`src/logic/pmm_pkg.sv`:
```
/*
 Shared constants and types for the logic and memory power manager:
 control register layout, reset value, counter limits, pin modes, power states.
 Assumes nothing of its surroundings.
*/
package pmm_pkg;

	localparam int          REG_W           = 8;
	localparam logic [7:0]  PMC0_RESET      = 8'h00;
	localparam logic [7:0]  PMC0_USED_MASK  = 8'h3A;
	localparam int          APD_EN_BIT      = 1;
	localparam int          FAST_OFF_BIT    = 3;
	localparam int          BLOCK_COMMON_CLOCK_IN_BIT = 4;
	localparam int          BLOCK_OMC_BIT   = 5;
	localparam int          APD_CNT_W       = 4;
	localparam logic [3:0]  APD_MAX         = 4'hF;
	localparam int          NUM_OMC         = 16;
	localparam int          ADDR_W          = 16;
	localparam int          NUM_AUX         = 2;
	localparam int          SYNC_STAGES     = 2;
	localparam int          CLK_PERIOD_NS   = 4;

	// pin 0 dedicated = common clock in, pin 1 dedicated = chip-select input
	typedef enum logic [1:0] {
		AUX_MCU_IO    = 2'h0,
		AUX_CS_OUT    = 2'h1,
		AUX_DEDICATED = 2'h2,
		AUX_LOGIC_IN  = 2'h3
	} aux_mode_t;

	typedef enum logic [1:0] {
		PS_RUN   = 2'h0,
		PS_COUNT = 2'h1,
		PS_DOWN  = 2'h3
	} pd_state_t;

endpackage

```
`src/logic/pmm_sync.sv`:
```
/*
 Two-stage synchroniser bank for inputs arriving from pins.
 Assumes sys_clk domain, synchronous active-low reset and a clock enable.
*/
`timescale 1ns/1ns
module pmm_sync #(
	parameter int WIDTH = 3
) (
	input  wire logic             sys_clk, // system clock
	input  wire logic             nrst,    // synchronous reset, active low
	input  wire logic             ce,      // clock enable
	input  wire logic [WIDTH-1:0] d_async, // pin levels
	output logic      [WIDTH-1:0] q_sync   // synchronised levels
);
	logic [WIDTH-1:0] meta;
	logic [WIDTH-1:0] next_meta;
	logic [WIDTH-1:0] next_q;

	always_comb begin
		next_meta = meta;
		next_q    = q_sync;
		if (!nrst) begin
			next_meta = '0;
			next_q    = '0;
		end else if (ce) begin
			next_meta = d_async;
			next_q    = meta;
		end
	end

	always_ff @(posedge sys_clk) begin
		meta   <= next_meta;
		q_sync <= next_q;
	end
endmodule

```
`src/logic/pld_memory_power_manager.sv`:
```
/*
 Power manager of the programmable logic and memory module: two auxiliary
 pins with selectable modes, zero-power memory wake, automatic and forced
 power-down, chip-select standby, fast/low-power logic and strobe blocking.
 Assumes the MCU strobes, address and selects come from logic on sys_clk;
 the aux pins and the module reset pin are asynchronous and are synchronised.
 nrst is the power-up reset; module_rst_n is the later module reset pin.
*/
`timescale 1ns/1ns
// Functional notes
// aux pins: MCU io, chip-select out, logic in
// pin 0 clocks all output macrocells and counter
// chip-select input high puts memories in standby
// memories wake only on address change
// no zero-power logic until software enables it
// timeout shuts address and data buffers
// strobes still reach logic during power-down
// forced bit gives same power-down, no clock
// chip-select input leaves buffers and logic running
// fast logic default, low-power selectable
// blocking bits gate bus strobes off logic
// bit 1 enables the power-down counter
// bit 3 selects low-power logic mode
// bit 4 blocks clock-in from logic bus
// bit 5 blocks clock-in from macrocells only
// software writes zero to unused bits
// 15 steady clock-in periods enter power-down
// strobe transition before max clears counter
// exit on strobe, chip-select fall, reset rise
// control register cleared only at power-up
// indicator is timeout OR forced bit
module pld_memory_power_manager #(
	parameter int ADDR_W  = pmm_pkg::ADDR_W,
	parameter int NUM_OMC = pmm_pkg::NUM_OMC
) (
	input  wire logic                             sys_clk,          // 250 MHz clock
	input  wire logic                             nrst,             // power-up reset, low
	input  wire logic                             ce,               // clock enable
	input  wire logic                             reg_wr,           // control write strobe
	input  wire logic [pmm_pkg::REG_W-1:0]        reg_wdata,        // control write data
	output logic      [pmm_pkg::REG_W-1:0]        reg_rdata,        // control read data
	input  wire logic                             forced_power_down,// forced power-down bit
	input  wire logic                             block_rd,         // block read strobe
	input  wire logic                             block_wr,         // block write strobe
	input  wire logic                             block_psen,       // block fetch strobe
	input  wire logic                             block_ale,        // block latch strobe
	input  wire pmm_pkg::aux_mode_t [1:0]         aux_mode,         // per-pin mode
	input  wire logic [1:0]                       aux_pin_in,       // pin levels
	output logic      [1:0]                       aux_pin_out,      // pin drive values
	output logic      [1:0]                       aux_pin_oe_n,     // pin drive, low = on
	input  wire logic [1:0]                       mcu_pin_out,      // MCU pin data
	input  wire logic [1:0]                       mcu_pin_dir,      // MCU pin is output
	output logic      [1:0]                       mcu_pin_in,       // pin data to MCU
	input  wire logic                             external_chip_select_1, // decode output 1
	input  wire logic                             external_chip_select_2, // decode output 2
	output logic      [1:0]                       logic_in_aux,     // direct logic inputs
	input  wire logic                             module_rst_n,     // module reset pin
	input  wire logic                             mcu_rd_n,         // read strobe
	input  wire logic                             mcu_wr_n,         // write strobe
	input  wire logic                             mcu_psen_n,       // fetch strobe
	input  wire logic                             mcu_ale,          // address latch strobe
	input  wire logic [ADDR_W-1:0]                mem_addr,         // memory address
	input  wire logic                             flash_sel,        // internal flash select
	input  wire logic                             sram_sel,         // internal sram select
	output logic                                  logic_bus_rd_n,   // gated read strobe
	output logic                                  logic_bus_wr_n,   // gated write strobe
	output logic                                  logic_bus_psen_n, // gated fetch strobe
	output logic                                  logic_bus_ale,    // gated latch strobe
	output logic                                  logic_bus_common_clock_in,  // gated clock-in
	output logic      [NUM_OMC-1:0]               omc_clock,        // macrocell common clock
	output logic                                  power_down_indicator, // module powered down
	output logic                                  addr_buf_on,      // address buffers on
	output logic                                  data_buf_on,      // data buffers on
	output logic                                  flash_wake,       // flash wake pulse
	output logic                                  sram_wake,        // sram wake pulse
	output logic                                  mem_standby,      // memories in standby
	output logic                                  logic_fast_mode,  // logic in fast mode
	output logic                                  logic_zero_power  // logic zero-power on
);
	import pmm_pkg::*;

	logic [2:0]       sync_q;
	logic             common_clock_in_s;
	logic             csi_s;
	logic             rstpin_s;

	pmm_sync #(
		.WIDTH(3)
	) u_sync (
		.sys_clk(sys_clk),
		.nrst   (nrst),
		.ce     (ce),
		.d_async({module_rst_n, aux_pin_in}),
		.q_sync (sync_q)
	);

	assign common_clock_in_s  = sync_q[0];
	assign csi_s    = sync_q[1];
	assign rstpin_s = sync_q[2];

	function automatic logic is_mode(input aux_mode_t m, input aux_mode_t want);
		is_mode = (m == want);
	endfunction

	// ---------------- control and power-down state
	logic [REG_W-1:0]     power_mode_control0;
	logic [REG_W-1:0]     next_ctrl;
	pd_state_t            state;
	pd_state_t            next_state;
	logic [APD_CNT_W-1:0] apd_count;
	logic [APD_CNT_W-1:0] next_count;
	logic                 common_clock_in_q;
	logic                 csi_q;
	logic                 rstpin_q;
	logic                 ale_q;
	logic                 next_pd;
	logic                 clk_rise;
	logic                 ale_change;
	logic                 csi_on;
	logic                 csi_fall;
	logic                 rst_rise;
	logic                 apd_en;

	assign apd_en     = power_mode_control0[APD_EN_BIT];
	// counter only sees clock-in when pin 0 is in its dedicated mode
	assign clk_rise   = common_clock_in_s && !common_clock_in_q && is_mode(aux_mode[0], AUX_DEDICATED);
	assign ale_change = mcu_ale != ale_q;
	assign csi_on     = csi_s && is_mode(aux_mode[1], AUX_DEDICATED);
	assign csi_fall   = csi_q && !csi_on;
	assign rst_rise   = rstpin_s && !rstpin_q;

	always_comb begin
		next_ctrl  = power_mode_control0;
		next_state = state;
		next_count = apd_count;
		if (reg_wr) begin
			// unused bits are kept at zero whatever software writes
			next_ctrl = reg_wdata & PMC0_USED_MASK;
		end
		if (!apd_en) begin
			next_state = PS_RUN;
			next_count = '0;
		end else begin
			unique case (state)
				PS_RUN: begin
					next_state = PS_COUNT;
					next_count = '0;
				end
				PS_COUNT: begin
					if (ale_change) begin
						next_count = '0;
					end else if (clk_rise) begin
						next_count = apd_count + 4'h1;
						if (apd_count == APD_MAX - 4'h1) begin
							next_state = PS_DOWN;
						end
					end
				end
				PS_DOWN: begin
					if (ale_change || csi_fall || rst_rise) begin
						next_state = PS_COUNT;
						next_count = '0;
					end
				end
				default: begin
					next_state = PS_RUN;
					next_count = '0;
				end
			endcase
		end
		if (!nrst) begin
			next_ctrl  = PMC0_RESET;
			next_state = PS_RUN;
			next_count = '0;
		end
		next_pd = (next_state == PS_DOWN) || forced_power_down;
	end

	// module_rst_n is not a reset here: it only wakes the module, so the
	// control register survives it
	always_ff @(posedge sys_clk) begin
		if (ce || !nrst) begin
			power_mode_control0  <= next_ctrl;
			state                <= next_state;
			apd_count            <= next_count;
			common_clock_in_q              <= nrst ? common_clock_in_s : 1'b0;
			csi_q                <= nrst ? csi_on : 1'b0;
			rstpin_q             <= nrst ? rstpin_s : 1'b0;
			ale_q                <= nrst ? mcu_ale : 1'b0;
			power_down_indicator <= nrst ? next_pd : 1'b0;
			addr_buf_on          <= nrst ? !next_pd : 1'b1;
			data_buf_on          <= nrst ? !next_pd : 1'b1;
			logic_fast_mode      <= !next_ctrl[FAST_OFF_BIT];
			logic_zero_power     <= next_ctrl[FAST_OFF_BIT];
		end
	end

	assign reg_rdata = power_mode_control0;

	// ---------------- memory wake, strobes and pins
	logic [ADDR_W-1:0]  last_addr;
	logic [ADDR_W-1:0]  next_last_addr;
	logic               next_flash_wake;
	logic               next_sram_wake;
	logic               next_rd_n;
	logic               next_wr_n;
	logic               next_psen_n;
	logic               next_ale;
	logic               next_common_clock_in;
	logic [NUM_OMC-1:0] next_omc;
	logic [1:0]         next_pin_out;
	logic [1:0]         next_oe_n;
	logic [1:0]         next_logic_in;
	logic               addr_chg;

	// buffers off means the address seen by the memories stops moving
	assign addr_chg = (mem_addr != last_addr) && !power_down_indicator;

	always_comb begin
		next_last_addr  = power_down_indicator ? last_addr : mem_addr;
		// chip-select input overrides every internal select; buffers stay on
		next_flash_wake = addr_chg && flash_sel && !csi_on;
		next_sram_wake  = addr_chg && sram_sel && !csi_on;
		// strobes are gated only by blocking bits, never by power-down
		next_rd_n       = block_rd   ? 1'b1 : mcu_rd_n;
		next_wr_n       = block_wr   ? 1'b1 : mcu_wr_n;
		next_psen_n     = block_psen ? 1'b1 : mcu_psen_n;
		next_ale        = block_ale  ? 1'b0 : mcu_ale;
		next_common_clock_in      = is_mode(aux_mode[0], AUX_DEDICATED) && common_clock_in_s
			&& !power_mode_control0[BLOCK_COMMON_CLOCK_IN_BIT];
		next_omc        = {NUM_OMC{is_mode(aux_mode[0], AUX_DEDICATED) && common_clock_in_s
			&& !power_mode_control0[BLOCK_OMC_BIT]}};
		for (int i = 0; i < NUM_AUX; i++) begin
			next_pin_out[i]  = 1'b0;
			next_oe_n[i]     = 1'b1;
			next_logic_in[i] = 1'b0;
			unique case (aux_mode[i])
				AUX_MCU_IO: begin
					next_pin_out[i] = mcu_pin_out[i];
					next_oe_n[i]    = !mcu_pin_dir[i];
				end
				AUX_CS_OUT: begin
					next_pin_out[i] = (i == 0) ? external_chip_select_1
						: external_chip_select_2;
					next_oe_n[i]    = 1'b0;
				end
				AUX_LOGIC_IN: begin
					next_logic_in[i] = sync_q[i];
				end
				AUX_DEDICATED: begin
					next_oe_n[i] = 1'b1;
				end
			endcase
		end
		if (!nrst) begin
			next_last_addr  = '0;
			next_flash_wake = 1'b0;
			next_sram_wake  = 1'b0;
			next_rd_n       = 1'b1;
			next_wr_n       = 1'b1;
			next_psen_n     = 1'b1;
			next_ale        = 1'b0;
			next_common_clock_in      = 1'b0;
			next_omc        = '0;
			next_pin_out    = '0;
			next_oe_n       = '1;
			next_logic_in   = '0;
		end
	end

	always_ff @(posedge sys_clk) begin
		if (ce || !nrst) begin
			last_addr        <= next_last_addr;
			flash_wake       <= next_flash_wake;
			sram_wake        <= next_sram_wake;
			mem_standby      <= !(next_flash_wake || next_sram_wake);
			logic_bus_rd_n   <= next_rd_n;
			logic_bus_wr_n   <= next_wr_n;
			logic_bus_psen_n <= next_psen_n;
			logic_bus_ale    <= next_ale;
			logic_bus_common_clock_in  <= next_common_clock_in;
			omc_clock        <= next_omc;
			aux_pin_out      <= next_pin_out;
			aux_pin_oe_n     <= next_oe_n;
			logic_in_aux     <= next_logic_in;
			mcu_pin_in       <= nrst ? sync_q[1:0] : 2'h0;
		end
	end
endmodule

```
`config.mk`:
```
export PLATFORM = sky130hd
export DESIGN_NAME = pld_memory_power_manager
export DESIGN_NICKNAME = d
export VERILOG_FILES = /design/src/logic/pmm_pkg.sv /design/src/logic/pmm_sync.sv /design/src/logic/pld_memory_power_manager.sv
export SDC_FILE = /design/constraint.sdc
export NUM_CORES = 1
export LEC_CHECK = 0
export BUFFER_PORTS_ARGS = -buffer_cell sky130_fd_sc_hd__buf_4
export CAP_MARGIN = 20
export CORE_MARGIN = 5
export CORE_UTILIZATION = 49
export CTS_CLUSTER_DIAMETER = 40
export DETAILED_ROUTE_END_ITERATION = 10
export PLACE_DENSITY_LB_ADDON = 0.25
export REMOVE_ABC_BUFFERS = 1
export SYNTH_ARGS = -nofsm -noshare
export SYNTH_HDL_FRONTEND = slang
export SYNTH_SLANG_ARGS = --single-unit
```
`constraint.sdc`:
```
create_clock -name sys_clk -period 3.8 [get_ports sys_clk]
set_clock_uncertainty 0.15 [all_clocks]
set_input_delay 0.95 -clock sys_clk [delete_from_list [all_inputs] [get_ports sys_clk]]
set_output_delay 0.95 -clock sys_clk [all_outputs]
set_load 0.05 [all_outputs]
```
==> results.md, run 1 <==
* Total congestion overflow at 0
* Area contributors post-synth: edfxtp_1 (57%), buf_4 (6.4%), xnor2_1 (5.7%), and2_1 (5.1%), dfxtp_1 (4.6%)
* Clk slew on worst S/H paths at approximately 80 ps
* Worst-path fanout max at 16
* Initial Utilization at 0.5076
* Fraction of layout cells with a size suffix above 1 at 0.3718
* Outcome: complete, no violations
* Arr. time, crit path at 1220 ps
* Worst skew pair latency at roughly 300 ps
* Net switching power at roughly 370 uW
* Final RePlAce weighted congestion at between 0.6 and 0.7
* Maximum clock path buffer count at 2
* # clock sinks at 55
* Fin cells at 347
* Nets at 330
* H-tree depth at 2
* Die span in x at approximately 83 um
* Final Slew Violations at 0
* Post-route clock period utilization at 0.6105
* Area grow syn2layout at 25.92%
* Avg Vias per Cell at roughly 4.7
* Syn Std Cell Area at ~2600 um2
* Final Critical Period at about 2300 ps
* Syn Inst Count at 203
* Synthesized area per cell at roughly 13 um2
* CTS tree: yes
* Final hold violation count at 0
* Cell accounting for the most synthesized area: edfxtp_1
* Most common flop cell mapped by yosys: edfxtp_1
* Seq cells post-synth at between 50 and 60
* Number of buffers created by CTS at 5
* First-pass GRT wire length at between 7 and 8 mm
* Starting DRT DRC Count at 43
* CP top delay family: flip-flops
* Inst Count DP at 339
* Ys Warns at 0
* Max-Cap Viols at 0
* Postcts setup bufs at 0
* Comb power frac at 0.210
* Critical path's largest stage delay at between 600 and 700 ps
* Number of global-route vias before repair at between 1500 and 2000
* Antenna-violating nets left at 0
* Unrepaired setup endpoints after global routing: no
* I/O pins at between 90 and 100
* Top-count cell post-synth: edfxtp_1
* Vias at 1638
* CP max-delay cell: edfxtp_1
* Sequential power share at 0.556
* Sw Share at 0.2820
* Crit-path cells: buf_4
* Clk pwr share at 0.233
* Cts hold-fix bufs at 0
* Int Pwr at ~940 uW
* Sum Neg Setup Slack at 0 ps
* Post-synthesis cell type count at 32
* Post-synth top area share at 0.5676
* Post-synth EDFFs at 49
* Initial antenna violation count at 0
* Sequential share of the synthesized area at 0.6139
* Die height at 82.74 um
* DIE AREA at ~7000 um2
* Post_cts resized at 0
* Port Buffers at 88
* Core region area at between 5000 and 6000 um2
* GRT Resource Usage Total at 0.1445
* Worst path buffer plus inverter count at 1
* FMAX at 0.4310 GHz
* Routed len/inst at 14.05 um
* Root buf cell: clkbuf_8
* Final setup violation count at 0
* HPWL after DPL at roughly 3.8 mm
* Peak supply drop at 0.2579 mV
* Worst Path Required at around 2700 ps
* Final WL at roughly 5 mm
* Critical Path End Type: primary output
* CP startpoint kind: flop
* CP Class: reg2out
* # diodes at 0
* Drc violations at 0
* Largest net degree at the start of global routing at 44
* Power Dens Cells at about 400 nW/um2
* Min-Delay Path Class: reg2reg
* Site Rows at 26
* Most frequent cells after synthesis: edfxtp_1 (49), buf_4 (22), and2_1 (21), xnor2_1 (17), nor2b_1 (13)
* Static leakage at ~1.4 nW
* First-pass iteration count of the detailed router at 4
* FFs w/ async S/R, synth at 0
area by class of cell:
| type | instances | area, um2 |
|---|---|---|
| inverter | 6 | 22.52 |
| clock inverter | 2 | 12.51 |
| clock buffer | 6 | 72.57 |
| timing repair buffer | 90 | 675.6 |
| multi-input combinational | 118 | 802.0 |
| fill | 417 | 1843 |
| sequential | 55 | 1592 |
| tap | 70 | 87.58 |
layout by cell type (no fill, tap or decap), types with 2 or more instances in the layout:
cell      count
ha_1          2
clkbuf_8      5
buf_4        90
and2_1       21
nor3_1        4
a21oi_1       2
conb_1        4
nand2_1      11
nand4_1       5
xor2_1        2
mux2i_1       8
and3_1        5
dfxtp_1       6
edfxtp_1     49
nor2b_1      13
xnor2_1      17
o21ai_0       4
nor2_1        7
inv_1         6
worst paths after layout:
check | start | end | slack (ps) | cells after the start
hold reg to reg | u_sync.meta[2]$_SDFFE_PN0P_ | u_sync.meta[2]$_SDFFE_PN0P_ | 380 | 2
setup reg to reg | u_sync.q_sync[1]$_SDFFE_PN0P_ | apd_count[1]$_SDFFCE_PP0P_ | 2110 | 4
hold / removal | u_sync.meta[2]$_SDFFE_PN0P_ | u_sync.meta[2]$_SDFFE_PN0P_ | 380 | 2
setup / recovery | omc_clock[0]$_SDFFCE_PN0P_ | omc_clock[1] | 1480 | 1
kinds of logic (layout without fill, tap and decap cells):
kind of cell	after synthesis	count (layout)	synth area share
AOI/OAI and AO/OA	11	11	0.02944
muxes	9	9	0.03523
and+or+nand+nor	73	73	0.1651
xor gates and xnor gates	19	19	0.06419
DFF	55	55	0.6139
other	1	4	0.001446
buffers and inverters	33	104	0.08108
adders and majority gates	2	2	0.009651
routing by layer:
metal	routed length [um]	global-route usage	share of wire
met1	1897	0.1653	0.39
met2	2633	0.2548	0.54
met3	284	0.04881	0.058
met4	60	0.04412	0.012
met5	0	0	0
state kept, by name (all words and copies together) (netlist names), 2 cells and up:
signal,cells
aux_pin_oe_n,2
u_sync.q_sync,3
state,2
aux_pin_out,2
logic_in_aux,2
apd_count,4
u_sync.meta,3
last_addr,16
mcu_pin_in,2
reg_rdata,4
tightest hold or removal path, delay by kind of cell (launching register included):
kind	cells	cell delay [ps]
DFF	1	320
muxes	1	120
and+or+nand+nor	1	50
power by group through the flow:
| stage | combinational [mW] | sequential (mW) | clock, mW |
|---|---|---|---|
| 6_report | 0.275 | 0.726 | 0.304 |
| 5_1_grt | 0.291 | 0.731 | 0.346 |
| 3_3_place_gp | 0.274 | 0.739 | 0 |
| 2_1_floorplan | 0.0699 | 0.837 | 0 |
| 3_5_place_dp | 0.278 | 0.741 | 0 |
| 4_1_cts | 0.278 | 0.727 | 0.317 |
per-stage QoR:
stage | worst slack, ps | cell area [um2] | total power [mW] | utilization | hold WS, ps
after floorplan | -2443 | 2416 | 0.9065 | - | 332.4
after global routing | 1386 | 3264 | 1.368 | 0.6391 | 404.1
after detailed placement | 1354 | 3179 | 1.019 | 0.6225 | 367.1
after global placement | 1388 | 3179 | 1.013 | 0.6225 | 346.4
after CTS | 1466 | 3264 | 1.322 | 0.6391 | 385.3
final | 1480 | 3264 | 1.305 | 0.6391 | 376.6
Power figures use the tool's default switching activity.
==> inputs of run 2 (changes only) <==
Settings changed: ABC_AREA set to 1, CORE_UTILIZATION 49 to 45.
Clock period 3.8 ns to 1.96 ns, I/O delays scaled along.
==> run 2 against run 1 <==
  * Synthesized area rose by 7.7%
  * First-iteration DRC count rose by 93%
  * Synthesized cell count rose by 58%
  * Setup slack got worse by 1400 ps
  * Power rose by 100%
  * Global-route usage fell by 0.074 points
  * Sequential power rose by 96%
==> results.md, run 2 <==
* Area grow syn2layout at 25.91% (about the same)
* Final RePlAce weighted congestion at 0.7207 (+8.5%)
* Starting DRT DRC Count at 83 (+93%)
* Crit-path cells: buf_4
* Post_cts resized at 0 (unchanged)
* Root buf cell: clkbuf_8
* GRT Resource Usage Total at 0.1438 (-0.0007372)
* Post-synthesis cell type count at 26 (-19%)
* Syn Std Cell Area at 2791 um2 (+7.7%)
* Initial Utilization at 0.4660 (-0.04164)
* Power Dens Cells at 746.3 nW/um2 (+87%)
* CP max-delay cell: edfxtp_1
* Final Slew Violations at 0 (unchanged)
* Reg area at 1592 um2 (unchanged)
* Cts hold-fix bufs at 0 (unchanged)
* Worst-path fanout max at 16 (unchanged)
* R2R cell count at 7 (+3)
* Postcts setup bufs at 0 (unchanged)
* Synthesized area per cell at 8.696 um2 (-32%)
* Fraction of layout cells with a size suffix above 1 at 0.2707 (-0.1012)
* Initial antenna violation count at 0 (unchanged)
* Unrepaired setup endpoints after global routing: no
* Core region area at 5991 um2 (+17%)
* Post-synth top area share at 0.5271 (-0.04045)
* Max-Cap Viols at 0 (unchanged)
* Worst path buffer plus inverter count at 1 (unchanged)
* Worst skew pair latency at 300 ps (about the same)
* Final WL at 5.412 mm (+11%)
* Final hold violation count at 0 (unchanged)
* Die span in x at 88.76 um (+7.3%)
* Clk slew on worst S/H paths at 100 ps (+20 ps)
* Outcome: complete, no violations
* FMAX at between 0.5 and 0.6 GHz
* Max reg flops at 16 (unchanged)
* CP startpoint kind: flop
* Peak supply drop at 0.4561 mV (+77%)
* Most common flop cell mapped by yosys: edfxtp_1
* Most common cell after layout, fill and taps aside: buf_4
* # clock sinks at 55 (unchanged)
* Routed len/inst at 11.42 um (-19%)
* I/O pins at 97 (unchanged)
* Site Rows at 28 (+7.7%)
* Sum Neg Setup Slack at 0 ps (unchanged)
* Top-count cell post-synth: nand2_1
* Seq cells post-synth at 55 (unchanged)
* Sequential share of the synthesized area at 0.5701 (-0.04375)
* # diodes at 0 (unchanged)
* Inst Count DP at 466 (+37%)
* DIE AREA at 7878 um2 (+15%)
* Hold slack final at 260.5 ps (-116.1 ps)
* CP startpoint: omc_clock[0]$_SDFFCE_PN0P_
* Fin cells at 474 (+37%)
* Die height at 88.76 um (+7.3%)
* CTS tree: yes
* Avg Vias per Cell at 4.428 (-6.2%)
* Syn Inst Count at 321 (+58%)
* Nets at 452 (+37%)
* Ys Warns at 0 (unchanged)
* Most frequent cells after synthesis: nand2_1 (77), inv_1 (65), nor2_1 (58), edfxtp_1 (49), buf_4 (24)
* Hold Path Cell Cnt at 3 (+1)
* Filler instances at 562 (+35%)
* Levels on crit path at 1 (unchanged)
* Static leakage at 1.862 nW (+35%)
* Area contributors post-synth: edfxtp_1 (53%), nand2_1 (10%), inv_1 (8.7%), nor2_1 (7.8%), buf_4 (6.5%)
* Post-layout util at 0.5867 (-0.05247)
* Reg with most FFs: last_addr
* Maximum clock path buffer count at 2 (unchanged)
* Final Critical Period at 1852 ps
* Total congestion overflow at 0 (unchanged)
* CP Class: reg2out
* Final setup violation count at 0 (unchanged)
* HPWL after DPL at 4.272 mm (+14%)
* Min-Delay Startpoint: aux_pin_in[1]
* Drc violations at 0 (unchanged)
* Footprint of the multi-input gates at 765.7 um2 (-4.5%)
* Most frequent cells in the layout: buf_4 (91), nand2_1 (77), inv_1 (65)
* First-pass GRT wire length at 8.790 mm (+20%)
* Min-Delay Path Class: in2reg
* Vias at 2099 (+28%)
* R2r startpoint: apd_count[0]$_SDFFCE_PP0P_
* Post-synth EDFFs at 49 (unchanged)
* Number of global-route vias before repair at 2115 (+28%)
* Number of buffers created by CTS at 5 (unchanged)
* Worst Path Required at 1320 ps (-1380 ps)
* Antenna-violating nets left at 0 (unchanged)
* Cell accounting for the most synthesized area: edfxtp_1
* Arr. time, crit path at 1210 ps (about the same)
* First-pass iteration count of the detailed router at 4 (unchanged)
* Port Buffers at 88 (unchanged)
* Post-route clock period utilization at 0.9451
* H-tree depth at 2 (unchanged)
* Critical Path End Type: primary output
* Largest net degree at the start of global routing at 23 (-48%)
* CP top delay family: flip-flops
* Critical path's largest stage delay at 620 ps (about the same)
* FFs w/ async S/R, synth at 0 (unchanged)
[run 2: changes by cell type after synthesis, sizes merged, moves of 7 or more]
cell,change
and2,-21
xnor2,-16
inv,+62
nor2,+52
nand2,+68
mux2i,-8
o21ai,+7
nor2b,-13
[run 2: tightest hold or removal path: cells and delay by family]
kind / cells / cell delay (ps)
buffers and inverters: 1 / 80
and+or+nand+nor: 2 / 110
[run 2: cell type report]
cell class	instances	share of cell area
sequential	55	0.4528
multi-input combinational	175	0.2179
timing repair buffer	93	0.2058
inverter	68	0.07262
tap	75	0.02670
clock buffer	7	0.02172
clock inverter	1	0.002492
[run 2: cells by family after synthesis]
kind of cell    share of synthesized area
compound gates                    0.03048
xor+xnor                         0.006276
fa+ha+maj                        0.008963
buf+inv                            0.1596
flops                              0.5701
other cells                      0.001343
simple gates                       0.2232
[run 2: power breakdown]
part	leakage (nW)	internal, mW	switching [mW]	total [mW]
combinational	1.25	0.202	0.387	0.589
sequential	0.565	1.37	0.0480	1.42
clock	0.0428	0.259	0.353	0.612
[run 2: final timing paths]
kind	endpoint	slack (ps)
hold / removal	u_sync.meta[1]$_SDFFE_PN0P_	260
setup reg to reg	data_buf_on$_SDFFCE_PN1P_	320
setup / recovery	omc_clock[2]	110
hold reg to reg	u_sync.q_sync[1]$_SDFFE_PN0P_	350
[run 2: routing by layer]
| layer | wire length [um] | GRT usage | vias to the layer above |
|---|---|---|---|
| li1 | - | - | 1103 |
| met1 | 2112 | 0.1565 | 932 |
| met2 | 2780 | 0.2605 | 59 |
| met3 | 461 | 0.05587 | 5 |
| met4 | 57 | 0.03709 | 0 |
| met5 | 0 | 0 | - |
[run 2: stage by stage]
step           worst slack [ps]  power (mW)  instance area, um2
2_1_floorplan             -3823       1.804                2613
3_3_place_gp              163.3       2.030                3430
3_5_place_dp              135.7       2.045                3430
4_1_cts                   95.34       2.655                3515
5_1_grt                   14.76       2.754                3515
6_report                  107.7       2.623                3515
